**src/rtl/lintc_defines.svh**
```systemverilog
`ifndef LINTC_DEFINES_SVH
`define LINTC_DEFINES_SVH

`define LINTC_CLK_MHZ            50
// Times in their own units, figures as specified
`define LINTC_DOM_MIN_MS         650
`define LINTC_DOM_NOM_MS         1000
`define LINTC_DOM_MAX_MS         1350
`define LINTC_DEGLITCH_MIN_US    42
`define LINTC_DEGLITCH_NOM_US    70
`define LINTC_DEGLITCH_MAX_US    95
`define LINTC_REPORT_MIN_NS      9000
`define LINTC_REPORT_NOM_NS      13000
`define LINTC_REPORT_MAX_NS      17000
// Cycle counts derived from the clock rate
`define LINTC_DOM_CYC      (`LINTC_DOM_NOM_MS * 1000 * `LINTC_CLK_MHZ)
`define LINTC_DEGLITCH_CYC (`LINTC_DEGLITCH_NOM_US * `LINTC_CLK_MHZ)
`define LINTC_REPORT_CYC   ((`LINTC_REPORT_NOM_NS * `LINTC_CLK_MHZ) / 1000)
// Slew setting codes
`define LINTC_SLEW_NORMAL  2'h0
`define LINTC_SLEW_SLOW    2'h1
`define LINTC_SLEW_FAST    2'h2
// Mode codes
`define LINTC_MODE_NORMAL  2'h0
`define LINTC_MODE_NORMREQ 2'h1
`define LINTC_MODE_STOP    2'h2
`define LINTC_MODE_SLEEP   2'h3

`endif

```
**src/rtl/lintc_pkg.sv**
```systemverilog
package lintc_pkg;
  typedef enum logic [1:0] {
    LINTC_NORMAL,
    LINTC_NORMREQ,
    LINTC_STOP,
    LINTC_SLEEP
  } lintc_mode_type;

  typedef enum logic [1:0] {
    LINTC_SLEW_NORM,
    LINTC_SLEW_SLOW10K,
    LINTC_SLEW_FASTPROG
  } lintc_slew_type;

  typedef enum {
    LINTC_W_IDLE,
    LINTC_W_FILTER,
    LINTC_W_REPORT,
    LINTC_W_HOLD
  } lintc_wake_type;
endpackage

```
**src/rtl/lintc_sync.sv**
```systemverilog
`timescale 1ns/1ps
module lintc_sync (
  // Clock and reset
  input  wire logic clk,
  input  wire logic rst,
  // Level in and out
  input  wire logic din,
  output logic      dout
);
  logic meta_q;
  logic meta_d;
  logic sync_q;
  logic sync_d;

  // Resets to recessive so no false dominant appears
  always_comb begin
    meta_d = din;
    sync_d = meta_q;
  end

  always_ff @(posedge clk or posedge rst) begin
    if (rst) begin
      meta_q <= 1'b1;
      sync_q <= 1'b1;
    end else begin
      meta_q <= meta_d;
      sync_q <= sync_d;
    end
  end

  assign dout = sync_q;
endmodule

```
**src/rtl/lintc_top.sv**
```systemverilog
`timescale 1ns/1ps
`include "lintc_defines.svh"
// Behaviour
// - The receive output is low while the bus reads dominant and high while recessive.
// - A low transmit input drives the bus dominant and a high one leaves it recessive.
// - An undriven transmit input counts as high, keeping the bus recessive.
// - Transmit and receive work only in the run and post-reset request modes.
// - A transmit input held dominant for the stuck delay disables the driver.
// - In both low-power modes a wake needs the bus dominant past the deglitch time.
// - In the regulated low-power mode a wake pulls the interrupt low after the report delay.
// - Normal, slow and fast programming slew settings are selectable.
// - The interrupt stays low until the controller acknowledges the status read.
// - A wake from the unpowered low-power mode is reported by a reset request instead.
// - Configuration arrives as register-level inputs; traffic uses only transmit and receive.
module lintc_top
  import lintc_pkg::*;
#(
  parameter int unsigned DOM_CYC    = `LINTC_DOM_CYC,
  parameter int unsigned REPORT_CYC = `LINTC_REPORT_CYC
) (
  // Clock and reset
  input  wire logic           clk,
  input  wire logic           rst,
  // Controller side
  input  wire logic           txd,
  input  wire logic           txd_driven,
  output logic                rxd,
  // Configuration from the serial port block
  input  wire lintc_mode_type mode,
  input  wire lintc_slew_type slew_sel,
  input  wire logic           irq_ack,
  // Bus side
  input  wire logic           bus_dominant,
  output logic                bus_drive,
  output logic [1:0]          slew_out,
  // Status and events
  output logic                stuck_dominant,
  output logic                wake_flag,
  output logic                irq_n,
  output logic                wake_reset_req
);
  localparam int unsigned DEGL_CYC = `LINTC_DEGLITCH_CYC;
  localparam int unsigned CW       = 26;

  logic    tx_raw;
  logic    tx_s;
  logic    bus_rec_s;
  logic    active;
  lintc_wake_type ws_q, ws_d;
  logic [CW-1:0] dom_cnt_q, dom_cnt_d;
  logic [CW-1:0] wk_cnt_q, wk_cnt_d;
  logic    stuck_q, stuck_d;
  logic    drive_q, drive_d;
  logic    rxd_q, rxd_d;
  logic [1:0] slew_q, slew_d;
  logic    wflag_q, wflag_d;
  logic    irq_q, irq_d;
  logic    rreq_q, rreq_d;

  function automatic logic [CW-1:0] cnt_up(input logic [CW-1:0] c);
    cnt_up = (c == {CW{1'b1}}) ? c : c + 1'b1;
  endfunction

  // Run and post-reset request modes only
  function automatic logic run_mode(input lintc_mode_type m);
    run_mode = (m == LINTC_NORMAL) || (m == LINTC_NORMREQ);
  endfunction

  // Code 3 is unused and falls back to the normal edge rate
  function automatic logic [1:0] slew_code(input lintc_slew_type s);
    unique case (s)
      LINTC_SLEW_SLOW10K:  slew_code = `LINTC_SLEW_SLOW;
      LINTC_SLEW_FASTPROG: slew_code = `LINTC_SLEW_FAST;
      default:             slew_code = `LINTC_SLEW_NORMAL;
    endcase
  endfunction

  assign tx_raw = txd_driven ? txd : 1'b1;

  lintc_sync u_tx_sync (
    .clk  (clk),
    .rst  (rst),
    .din  (tx_raw),
    .dout (tx_s)
  );

  lintc_sync u_bus_sync (
    .clk  (clk),
    .rst  (rst),
    .din  (~bus_dominant),
    .dout (bus_rec_s)
  );

  assign active = run_mode(mode);

  // Transmit path and stuck-dominant guard
  always_comb begin
    dom_cnt_d = dom_cnt_q;
    stuck_d   = stuck_q;
    if (!active || tx_s) begin
      dom_cnt_d = '0;
      stuck_d   = 1'b0; // Released by recessive transmit input or by leaving the run modes
    end else begin
      dom_cnt_d = cnt_up(dom_cnt_q);
      if (dom_cnt_q >= CW'(DOM_CYC - 1)) begin
        stuck_d = 1'b1;
      end
    end
    drive_d = active && !tx_s && !stuck_d;
  end

  always_ff @(posedge clk or posedge rst) begin
    if (rst) begin
      dom_cnt_q <= '0;
      stuck_q   <= 1'b0;
      drive_q   <= 1'b0;
    end else begin
      dom_cnt_q <= dom_cnt_d;
      stuck_q   <= stuck_d;
      drive_q   <= drive_d;
    end
  end

  // Receive output, forced recessive while the transceiver is off
  always_comb begin
    rxd_d = active ? bus_rec_s : 1'b1;
  end

  always_ff @(posedge clk or posedge rst) begin
    if (rst) begin
      rxd_q <= 1'b1;
    end else begin
      rxd_q <= rxd_d;
    end
  end

  // Slew only shapes edges, so it follows the input in every mode
  always_comb begin
    slew_d = slew_code(slew_sel);
  end

  always_ff @(posedge clk or posedge rst) begin
    if (rst) begin
      slew_q <= `LINTC_SLEW_NORMAL;
    end else begin
      slew_q <= slew_d;
    end
  end

  // Wake detection in low-power modes
  always_comb begin
    ws_d     = ws_q;
    wk_cnt_d = wk_cnt_q;
    wflag_d  = wflag_q;
    irq_d    = irq_q;
    rreq_d   = 1'b0;
    if (irq_ack) begin
      irq_d   = 1'b1;
      wflag_d = 1'b0;
    end
    unique case (ws_q)
      LINTC_W_IDLE: begin
        wk_cnt_d = '0;
        if (!active && !bus_rec_s) begin
          ws_d = LINTC_W_FILTER;
        end
      end
      LINTC_W_FILTER: begin
        wk_cnt_d = cnt_up(wk_cnt_q);
        if (active || bus_rec_s) begin
          ws_d = LINTC_W_IDLE;
        end else if (wk_cnt_q >= CW'(DEGL_CYC - 1)) begin
          wflag_d = 1'b1;
          if (mode == LINTC_SLEEP) begin
            rreq_d = 1'b1;
            ws_d   = LINTC_W_HOLD;
          end else begin
            ws_d = LINTC_W_REPORT;
          end
        end
      end
      LINTC_W_REPORT: begin
        // Report delay counted from threshold crossing, covered by deglitch time
        // Limitation: a report delay below the deglitch time is met late
        wk_cnt_d = cnt_up(wk_cnt_q);
        if (wk_cnt_q >= CW'(DEGL_CYC + REPORT_CYC - 1) || REPORT_CYC <= DEGL_CYC) begin
          irq_d = 1'b0;
          ws_d  = LINTC_W_HOLD;
        end
      end
      LINTC_W_HOLD: begin
        wk_cnt_d = '0;
        if (bus_rec_s) begin
          ws_d = LINTC_W_IDLE;
        end
      end
    endcase
  end

  always_ff @(posedge clk or posedge rst) begin
    if (rst) begin
      ws_q     <= LINTC_W_IDLE;
      wk_cnt_q <= '0;
      wflag_q  <= 1'b0;
      irq_q    <= 1'b1;
      rreq_q   <= 1'b0;
    end else begin
      ws_q     <= ws_d;
      wk_cnt_q <= wk_cnt_d;
      wflag_q  <= wflag_d;
      irq_q    <= irq_d;
      rreq_q   <= rreq_d;
    end
  end

  assign rxd            = rxd_q;
  assign bus_drive      = drive_q;
  assign slew_out       = slew_q;
  assign stuck_dominant = stuck_q;
  assign wake_flag      = wflag_q;
  assign irq_n          = irq_q;
  assign wake_reset_req = rreq_q;
endmodule

```
**config.mk**
```make
export PLATFORM = sky130hd
export DESIGN_NAME = lintc_top
export DESIGN_NICKNAME = d
export VERILOG_FILES = /design/src/rtl/lintc_pkg.sv /design/src/rtl/lintc_sync.sv /design/src/rtl/lintc_top.sv
export VERILOG_INCLUDE_DIRS = /design/src /design/src/rtl
export SDC_FILE = /design/constraint.sdc
export NUM_CORES = 1
export LEC_CHECK = 0
export BUFFER_PORTS_ARGS = -buffer_cell sky130_fd_sc_hd__buf_2
export CAP_MARGIN = 5
export CORE_ASPECT_RATIO = 0.8
export CORE_MARGIN = 1
export CORE_UTILIZATION = 25
export CTS_CLUSTER_DIAMETER = 50
export DETAILED_ROUTE_END_ITERATION = 10
export PLACE_DENSITY = 0.4
export SKIP_CTS_REPAIR_TIMING = 1
export SYNTH_ARGS = -nofsm -noshare
export SYNTH_HDL_FRONTEND = slang
export SYNTH_HIERARCHICAL = 1
export SYNTH_SLANG_ARGS = --single-unit
```
**constraint.sdc**
```tcl
create_clock -name clk -period 5.2 [get_ports clk]
set_input_delay 0.78 -clock clk [delete_from_list [all_inputs] [get_ports clk]]
set_output_delay 0.78 -clock clk [all_outputs]
set_load 0.02 [all_outputs]
```
==> summary.txt, run 1 <==
Power
  • Pwr per Cell Area: 296 nW/um2
  • Sw frac: 0.280
  • Internal: 0.906 mW
  • Combinational share of power: 0.110
  • Clock share of power: 0.450
  • Leakage: 1.80 nW
  • Design Power: 1.26 mW
  • Max IR drop VDD: 0.000225 V
  • P_sw: 0.352 mW
  • Sequential fraction of design power: 0.440

Synth
  • Synth area leader: dfrtp_1
  • Post-synth top cells: dfrtp_1 (60), nor2_1 (34), nand2_1 (28)
  • Area contributors post-synth: dfrtp_1 (41%), xnor2_1 (5.0%), dfstp_2 (4.3%)
  • Cells after Synth: 374
  • Ys Warns: 6
  • Unique masters post-synth: 53
  • FF+latch count, synth: 66
  • Avg Cell Area, Syn: 9.86 um2
  • Synth Cell Area: 3690 um2
  • Asr flop ratio synth: 1.00
  • Synth Flop Type: dfrtp_1
  • Number of enable flip-flop cells after synthesis: 0
  • Share of the synthesized area in the top cell type: 0.407
  • Syn_nets: 391
  • Register area share after synthesis: 0.450
  • Most frequent cell after synthesis: dfrtp_1

Floorplan
  • Die ar.: 15200 um2
  • Die W: 138 um
  • Core ar.: 14300 um2
  • Die height: 111 um
  • IO Pins: 18
  • Row cnt: 39
  • Initial core utilization: 0.257

Place
  • Setup Slack @ Placement: 2.17 ns
  • Port bufs: 17
  • Routability cong.: 0.709
  • Total placed cells including tap cells: 565
  • Dpl hpwl: 5440 um
  • Placement Cell Area: 3970 um2

Global route
  • Pin count of the biggest net entering global routing: 63
  • Gr usage total: 0.119
  • Vias in the first global route: 2736
  • Global-route wire length before repair: 13900 um
  • Initial antenna violation count: 0
  • Overflow after GRT: 0

Final layout
  • Cell Count, Final, Fillers Out: 581
  • Final nets: 409
  • Layout area overhead: 15.1%
  • Antenna cells: 0
  • Final core occ: 0.296
  • Fin area: 4250 um2
  • Fillcell total: 1517
  • Layout cells sized above 1: 0.161

STA
  • Achievable frequency: 334 MHz
  • Hold WS: 0.360 ns
  • Final hold vios: 0
  • # setup viols final: 0
  • Final worst-path setup slack: 2.21 ns
  • Skew final: 0.00814 ns
  • Setup TNS after final layout: 0 ns
  • Slew HR: 0.183
  • Final period utilization: 0.575
  • Tmin final: 2.99 ns
  • RSZ-0062 raised after global routing: no
  • Worst slew pin tran: 1.21 ns
  • Max-slew violation count: 0

Detailed routing
  • WL per Instance: 14.1 um
  • Routed wire length: 8190 um
  • Via-to-Cell Ratio: 4.77
  • DR vias: 2770
  • Initial DRC Count: 130
  • DR DRC count: 0
  • ANT nets after route: 0
  • Drt first pass iters: 4

Worst setup path
  • Worst EP required: 5.42 ns
  • Worst Setup End Kind: register
  • Worst stage delay on the critical path: 1.01 ns
  • Critical path, cell by cell: inv_1, ha_1, buf_4, nand3_1, nor4_2, a211oi_1, xor2_1, and2_1
  • Number of cells on the critical path: 8
  • Crit path max-delay cell type: nor4_2
  • Setup CP Type: reg2reg
  • Crit Path Max Fanout: 31
  • Worst path bufs/invs: 2
  • Critical path's top delay family: simple AND/OR/NAND/NOR gates
  • Worst EP arrival: 3.22 ns
  • Startpoint types: register
  • R2R depth: 8

Min path
  • Hold Crit Depth: 0
  • Worst hold-check path type: reg2reg

Status
  • Outcome: completed

Clock tree
  • Clk buf depth: 2
  • Worst-skew pair later-pin latency: 0.34 ns
  • Clock net sink count: 66
  • Root buf cell: clkbuf_16
  • CTS tree: yes
  • Clock transition at path regs: 0.06 ns
  • Htree depth: 3
  • CTS Buf Count: 9

Flow run
  • Max-cap viol count: 0
area by class of cell:
type	count	area [um2]	share of cell area
clock buffer	9	225	0.0530
clock inverter	7	51.3	0.0121
inverter	16	60.1	0.0141
multi-input combinational	278	1910	0.449
sequential	66	1660	0.391
tap	184	230	0.0542
timing repair buffer	21	115	0.0271
metal layers:
| metal | up-vias | GRT usage | wire (um) |
|---|---|---|---|
| li1 | 1379 | - | - |
| met1 | 1344 | 0.167 | 4330 |
| met2 | 42 | 0.168 | 3420 |
| met3 | 5 | 0.0473 | 363 |
| met4 | 0 | 0.0312 | 84 |
| met5 | - | 0 | 0 |
flip-flops by register name, indices dropped and copies added (netlist names), named ones only:
register and flops:
u_bus_sync/meta_q 1, u_tx_sync/dout 1, wake_flag 1, stuck_dominant 1
rxd 1, dom_cnt_q 26, ws_q 1, u_tx_sync/meta_q 1
u_bus_sync/dout 1, slew_out 2, wake_reset_req 1, wk_cnt_q 26
irq_n 1, bus_drive 1
power by group through the flow:
| stage | Clock (mW) | Sequential, mW | Combinational (mW) |
|---|---|---|---|
| after floorplan | 0 | 0.559 | 0.100 |
| after global placement | 0 | 0.561 | 0.140 |
| after detailed placement | 0 | 0.562 | 0.141 |
| after CTS | 0.590 | 0.553 | 0.142 |
| after global routing | 0.617 | 0.557 | 0.159 |
| final | 0.566 | 0.553 | 0.138 |
placed cells by master (no fill, tap or decap), drive strengths merged, types with 7 or more instances in the layout:
cell and instances:
buf 21, xor2 17, dfrtp 60, nand3 16
and2 20, nor2 34, clkbuf 9, xnor2 21
nand2 28, o21ai 9, ha 7, a21oi 20
a211oi 14, a2111oi 9, inv 18, nand4 20
nor4 8
cells by family (layout without fill, tap and decap cells):
logic type	after synthesis	in the layout	synth area share
AND/OR/NAND/NOR	165	165	0.263
flip-flops	66	66	0.450
AO/OA/AOI/OAI	65	65	0.130
XOR/XNOR	38	38	0.0902
buffers and inverters	30	53	0.0353
adder cells (fa/ha/maj)	7	7	0.0237
multiplexers	3	3	0.00814
path summary, 6_finish.rpt:
check / startpoint / end / slack [ns]
max in group asynchronous: rst / wk_cnt_q[18] / 3.96
min in group asynchronous: rst / u_bus_sync/dout / 0.48
setup reg to reg: ws_q[0] / wk_cnt_q[15] / 2.21
hold reg to reg: u_bus_sync/meta_q / u_bus_sync/dout / 0.36
hold / removal: u_bus_sync/meta_q / u_bus_sync/dout / 0.36
setup / recovery: ws_q[0] / wk_cnt_q[15] / 2.21
(Power assumes the default switching activity.)
==> run 2, diff against run 1 <==
--- a/config.mk
+++ b/config.mk
@@ -6,6 +6,7 @@
 export SDC_FILE = /design/constraint.sdc
 export NUM_CORES = 1
 export LEC_CHECK = 0
+export ABC_AREA = 1
 export BUFFER_PORTS_ARGS = -buffer_cell sky130_fd_sc_hd__buf_2
 export CAP_MARGIN = 5
 export CORE_ASPECT_RATIO = 0.8
@@ -13,7 +14,7 @@
 export CORE_UTILIZATION = 25
 export CTS_CLUSTER_DIAMETER = 50
 export DETAILED_ROUTE_END_ITERATION = 10
-export PLACE_DENSITY = 0.4
+export PLACE_DENSITY = 0.42
 export SKIP_CTS_REPAIR_TIMING = 1
 export SYNTH_ARGS = -nofsm -noshare
 export SYNTH_HDL_FRONTEND = slang
==> constraint.sdc (replaced) <==
create_clock -name clk -period 2.45 [get_ports clk]
set_input_delay 0.3675 -clock clk [delete_from_list [all_inputs] [get_ports clk]]
set_output_delay 0.3675 -clock clk [all_outputs]
set_load 0.02 [all_outputs]
==> run 2 against run 1 <==
Die area up 7.3%. Hold slack worse by 0.30 ns. Non-clock buffer count up 5. Critical endpoint is now wk_cnt_q[1]. Largest power group unchanged.
==> summary.txt, run 2 <==
Global route
  • Vias in the first global route: 3418
  • Global-route wire length before repair: 17700 um
  • Pin count of the biggest net entering global routing: 29
  • Gr usage total: 0.144
  • Overflow after GRT: 0
  • Initial antenna violation count: 0

STA
  • Tmin final: 2.01 ns
  • Setup TNS after final layout: 0 ns
  • Final period utilization: 0.821
  • Max-slew violation count: 0
  • Final worst-path setup slack: 0.438 ns
  • Skew final: 0.00858 ns
  • Achievable frequency: 497 MHz
  • # setup viols final: 0
  • Worst slew pin tran: 0.600 ns
  • RSZ-0062 raised after global routing: no
  • Slew HR: 0.600
  • Final hold vios: 0

Place
  • Port bufs: 17
  • Setup Slack @ Placement: 0.408 ns
  • Dpl hpwl: 8100 um
  • Routability cong.: 0.842
  • Placement Cell Area: 4320 um2

Power
  • Sw frac: 0.258
  • Pwr per Cell Area: 621 nW/um2
  • Leakage: 2.38 nW
  • Clock share of power: 0.491
  • Internal: 2.14 mW
  • P_sw: 0.743 mW
  • Combinational share of power: 0.104
  • Max IR drop VDD: 0.000528 V
  • Sequential fraction of design power: 0.405
  • Design Power: 2.88 mW

Detailed routing
  • Initial DRC Count: 181
  • WL per Instance: 13.2 um
  • Drt first pass iters: 5
  • DR DRC count: 0
  • Routed wire length: 10600 um
  • ANT nets after route: 0
  • DR vias: 3617
  • Via-to-Cell Ratio: 4.49

Synth
  • Syn_nets: 580
  • Synth Flop Type: dfrtp_1
  • Synth area leader: dfrtp_1
  • Synth Cell Area: 3960 um2
  • Ys Warns: 6
  • Avg Cell Area, Syn: 7.04 um2
  • Register area share after synthesis: 0.419
  • Cells after Synth: 563
  • FF+latch count, synth: 66
  • Number of enable flip-flop cells after synthesis: 0
  • Most frequent cell after synthesis: nand2_1
  • Unique masters post-synth: 34
  • Share of the synthesized area in the top cell type: 0.379
  • Post-synth top cells: nand2_1 (171), nand3_1 (84), inv_1 (69)
  • Asr flop ratio synth: 1.00
  • Area contributors post-synth: dfrtp_1 (38%), nand2_1 (16%), nand3_1 (11%)

Floorplan
  • Die ar.: 16400 um2
  • Initial core utilization: 0.260
  • Core ar.: 15300 um2
  • Die height: 115 um
  • IO Pins: 18
  • Die W: 143 um
  • Row cnt: 40

Clock tree
  • CTS tree: yes
  • Clock transition at path regs: 0.06 ns
  • CTS Buf Count: 9
  • Root buf cell: clkbuf_16
  • Clock net sink count: 66
  • Worst-skew pair later-pin latency: 0.35 ns
  • Clk buf depth: 2
  • Htree depth: 3

Worst setup path
  • R2R depth: 7
  • Critical R2R Launch: wk_cnt_q[0]
  • R2r setup slk: 0.44 ns
  • FF-to-FF End: wk_cnt_q[1]
  • Worst stage delay on the critical path: 0.41 ns
  • Worst EP required: 2.72 ns
  • Setup CP Type: reg2reg
  • Worst Setup End Kind: register
  • Crit path max-delay cell type: dfrtp_1
  • Crit Path Max Fanout: 25
  • Worst EP arrival: 2.28 ns
  • Startpoint types: register
  • Critical path, cell by cell: ha_1, inv_2, nor2_8, nand2_4, nor3b_4, nand3_4, o21ai_1

Final layout
  • Layout area overhead: 17.0%
  • Final nets: 607
  • Reg area: 1660 um2
  • Area of the multi-input gates: 1970 um2
  • Most common cell after layout, fill and taps aside: nand2_1
  • Antenna cells: 0
  • Fin area: 4630 um2
  • Commonest non-fill, non-tap cells in the layout: nand2_1 (171), nand3_1 (84), inv_1 (68)
  • Layout cells sized above 1: 0.119
  • Fillcell total: 1701

Flow run
  • Max-cap viol count: 0

Status
  • Outcome: completed

Min path
  • Worst hold-check path type: in2async
run 2: final cells by class:
type	count	area share
inverters	74	0.0599
clock inverters	3	0.0140
clock buffers	13	0.0540
well taps	210	0.0567
flip-flops and latches	66	0.358
multi-input cells	413	0.424
repair buffers	26	0.0329
run 2: how the worst max path moves through the flow:
stage	start	cells past startpoint	endpoint
floorplan	rst	1	asynchronous set/reset pin
detailed placement	wk_cnt_q[0]	7	wk_cnt_q[0]
finish	wk_cnt_q[0]	7	wk_cnt_q[1]
CTS	wk_cnt_q[0]	7	wk_cnt_q[1]
global route	wk_cnt_q[0]	7	wk_cnt_q[1]
global placement	wk_cnt_q[0]	7	wk_cnt_q[1]
run 2: cells by family (layout without fill, tap and decap cells):
group           Yosys count  count (layout)  share of synthesized area
buf+inv                  84             116                     0.0846
xor+xnor                  1               1                    0.00221
simple gates            374             374                      0.425
flops                    66              66                      0.419
compound gates           31              31                     0.0474
fa+ha+maj                 7               7                     0.0221
run 2: critical path, delay by kind of cell, from the launching register on:
kind / cells / cell delay [ns]
fa+ha+maj: 1 / 0.32
flops: 1 / 0.41
compound gates: 1 / 0.22
simple gates: 4 / 0.85
buf+inv: 1 / 0.11
run 2: per-layer routing:
layer	track usage	share of wire
met2	0.188	0.38
met4	0.0387	0.011
met3	0.0402	0.055
met5	0	0
met1	0.224	0.56
run 2: through the flow:
step                std cells  hold WS (ns)  utilization
finish                    805        0.0604        0.304
global route              805        0.0552        0.304
CTS                       805        0.0452        0.304
detailed placement        789         0.348        0.283
global placement          789         0.347        0.283
floorplan                 563         0.279            -
run 2: power by group through the flow:
stage          Sequential, mW  Combinational (mW)  Clock [mW]
2_1_floorplan            1.18               0.196           0
3_3_place_gp             1.18               0.303           0
3_5_place_dp             1.18               0.304           0
4_1_cts                  1.17               0.304        1.47
5_1_grt                  1.17               0.342        1.50
6_report                 1.17               0.300        1.41
==> run 3, diff against run 2 <==
--- a/config.mk
+++ b/config.mk
@@ -14,7 +14,7 @@
 export CORE_UTILIZATION = 25
 export CTS_CLUSTER_DIAMETER = 50
 export DETAILED_ROUTE_END_ITERATION = 10
-export PLACE_DENSITY = 0.42
+export PLACE_DENSITY = 0.4
 export SKIP_CTS_REPAIR_TIMING = 1
 export SYNTH_ARGS = -nofsm -noshare
 export SYNTH_HDL_FRONTEND = slang
==> constraint.sdc (replaced) <==
create_clock -name clk -period 2.04 [get_ports clk]
set_input_delay 0.306 -clock clk [delete_from_list [all_inputs] [get_ports clk]]
set_output_delay 0.306 -clock clk [all_outputs]
set_load 0.02 [all_outputs]
==> run 3 against run 2 <==
Hold slack improved by 0.010 ns. Sequential cell count is the same. Combinational power up 23%. Critical endpoint is now wk_cnt_q[0]. Highest routed layer unchanged.
==> summary.txt, run 3 (synthesized netlist as in run 2, its figures left out) <==
Status
  • Outcome: completed

STA
  • # setup viols final: 0
  • Achievable frequency: 532 MHz
  • Worst slew pin tran: 0.523 ns
  • Final period utilization: 0.922
  • Tmin final: 1.88 ns
  • Final hold vios: 0
  • Setup TNS after final layout: 0 ns
  • Max-slew violation count: 0
  • Hold WS: 0.0705 ns
  • Slew HR: 0.650
  • RSZ-0062 raised after global routing: yes
  • Skew final: 0.00672 ns
  • Final worst-path setup slack: 0.159 ns

Power
  • Leakage: 2.39 nW
  • Sequential fraction of design power: 0.423
  • Max IR drop VDD: 0.000407 V
  • Combinational share of power: 0.111
  • Internal: 2.41 mW
  • Sw frac: 0.272
  • P_sw: 0.901 mW
  • Clock share of power: 0.466
  • Pwr per Cell Area: 711 nW/um2
  • Design Power: 3.31 mW

Clock tree
  • CTS Buf Count: 9
  • Worst-skew pair later-pin latency: 0.34 ns
  • CTS tree: yes
  • Clock transition at path regs: 0.06 ns
  • Clock net sink count: 66
  • Root buf cell: clkbuf_16
  • Clk buf depth: 2
  • Htree depth: 3

Floorplan
  • Row cnt: 40
  • Initial core utilization: 0.260
  • IO Pins: 18
  • Die height: 115 um
  • Core ar.: 15300 um2
  • Die W: 143 um
  • Die ar.: 16400 um2

Final layout
  • Cell Count, Final, Fillers Out: 811
  • Commonest non-fill, non-tap cells in the layout: nand2_1 (171), nand3_1 (84), inv_1 (68)
  • Final nets: 613
  • Layout cells sized above 1: 0.128
  • Fin area: 4650 um2
  • Reg area: 1660 um2
  • Most common cell after layout, fill and taps aside: nand2_1
  • Antenna cells: 0
  • Layout area overhead: 17.5%
  • Area of the multi-input gates: 1970 um2
  • Fillcell total: 1675
  • Final core occ: 0.305

Worst setup path
  • Worst path bufs/invs: 1
  • Crit path max-delay cell type: dfrtp_1
  • Worst EP required: 2.30 ns
  • Crit Path Max Fanout: 25
  • Critical path, cell by cell: ha_1, inv_2, nor2_8, nand2_4, nor3b_4, nand3_4, o21ai_1
  • Worst stage delay on the critical path: 0.42 ns
  • Worst EP arrival: 2.14 ns
  • Startpoint types: register
  • Worst Setup End Kind: register
  • Setup CP Type: reg2reg
  • Critical path's top delay family: simple AND/OR/NAND/NOR gates

Global route
  • Overflow after GRT: 0
  • Initial antenna violation count: 0
  • Global-route wire length before repair: 18300 um
  • Vias in the first global route: 3487
  • Gr usage total: 0.149
  • Pin count of the biggest net entering global routing: 33

Detailed routing
  • Via-to-Cell Ratio: 4.49
  • Initial DRC Count: 204
  • Routed wire length: 10800 um
  • DR vias: 3642
  • DR DRC count: 0
  • ANT nets after route: 0
  • Drt first pass iters: 5
  • WL per Instance: 13.4 um

Place
  • Dpl hpwl: 8240 um
  • Setup Slack @ Placement: 0.141 ns
  • Total placed cells including tap cells: 794
  • Placement Cell Area: 4360 um2
  • Port bufs: 17
  • Routability cong.: 0.842

Min path
  • Worst hold-check path type: in2reg

Flow run
  • Max-cap viol count: 0
run 3: cell types whose count changed in the layout (fill, tap and decap cells not counted):
cell           delta
bufinv_16         -1
clkinv_2          +1
clkinvlp_4        +2
clkbuf_1          -1
buf_4             +5
dlygate4sd3_1     +1
clkbuf_8          -1
run 3: power by group through the flow:
| stage | Combinational (mW) | Sequential (mW) | Clock (mW) |
|---|---|---|---|
| after global routing | 0.424 | 1.41 | 1.65 |
| after global placement | 0.372 | 1.42 | 0 |
| final | 0.368 | 1.40 | 1.54 |
| after CTS | 0.375 | 1.40 | 1.61 |
| after detailed placement | 0.374 | 1.42 | 0 |
| after floorplan | 0.236 | 1.42 | 0 |
run 3: per-layer routing:
metal	up-vias	part of all wire	global-route usage
li1	1881	-	-
met5	-	0	0
met4	0	0.0072	0.0387
met1	1670	0.56	0.229
met3	4	0.061	0.0448
met2	87	0.37	0.194
run 3: final timing paths:
kind | startpoint | end | slack (ns) | cells after the start
worst max-delay path | wk_cnt_q[0] | wk_cnt_q[0] | 0.16 | 7
worst min-delay path | bus_dominant | u_bus_sync/meta_q | 0.07 | 2
worst max register to register | wk_cnt_q[0] | wk_cnt_q[0] | 0.16 | 7
worst min register to register | u_tx_sync/meta_q | u_tx_sync/dout | 0.36 | 0
max in group asynchronous | rst | irq_n | 1.07 | 4
min in group asynchronous | rst | u_tx_sync/meta_q | 0.56 | 3
run 3: worst reg2reg max path: cells and delay by family, from the launching register on:
kind                     cells  cell delay (ns)
AO/OA/AOI/OAI                1             0.23
buffers and inverters        1             0.08
flip-flops                   1             0.42
adder cells (fa/ha/maj)      1             0.21
AND/OR/NAND/NOR              4             0.86
run 3: final cells by class:
type                       instances  area share
tap                              210      0.0565
inverter                          74      0.0597
sequential                        66       0.356
multi-input combinational        413       0.423
clock buffer                      11      0.0500
clock inverter                     5      0.0118
timing repair buffer              32      0.0430
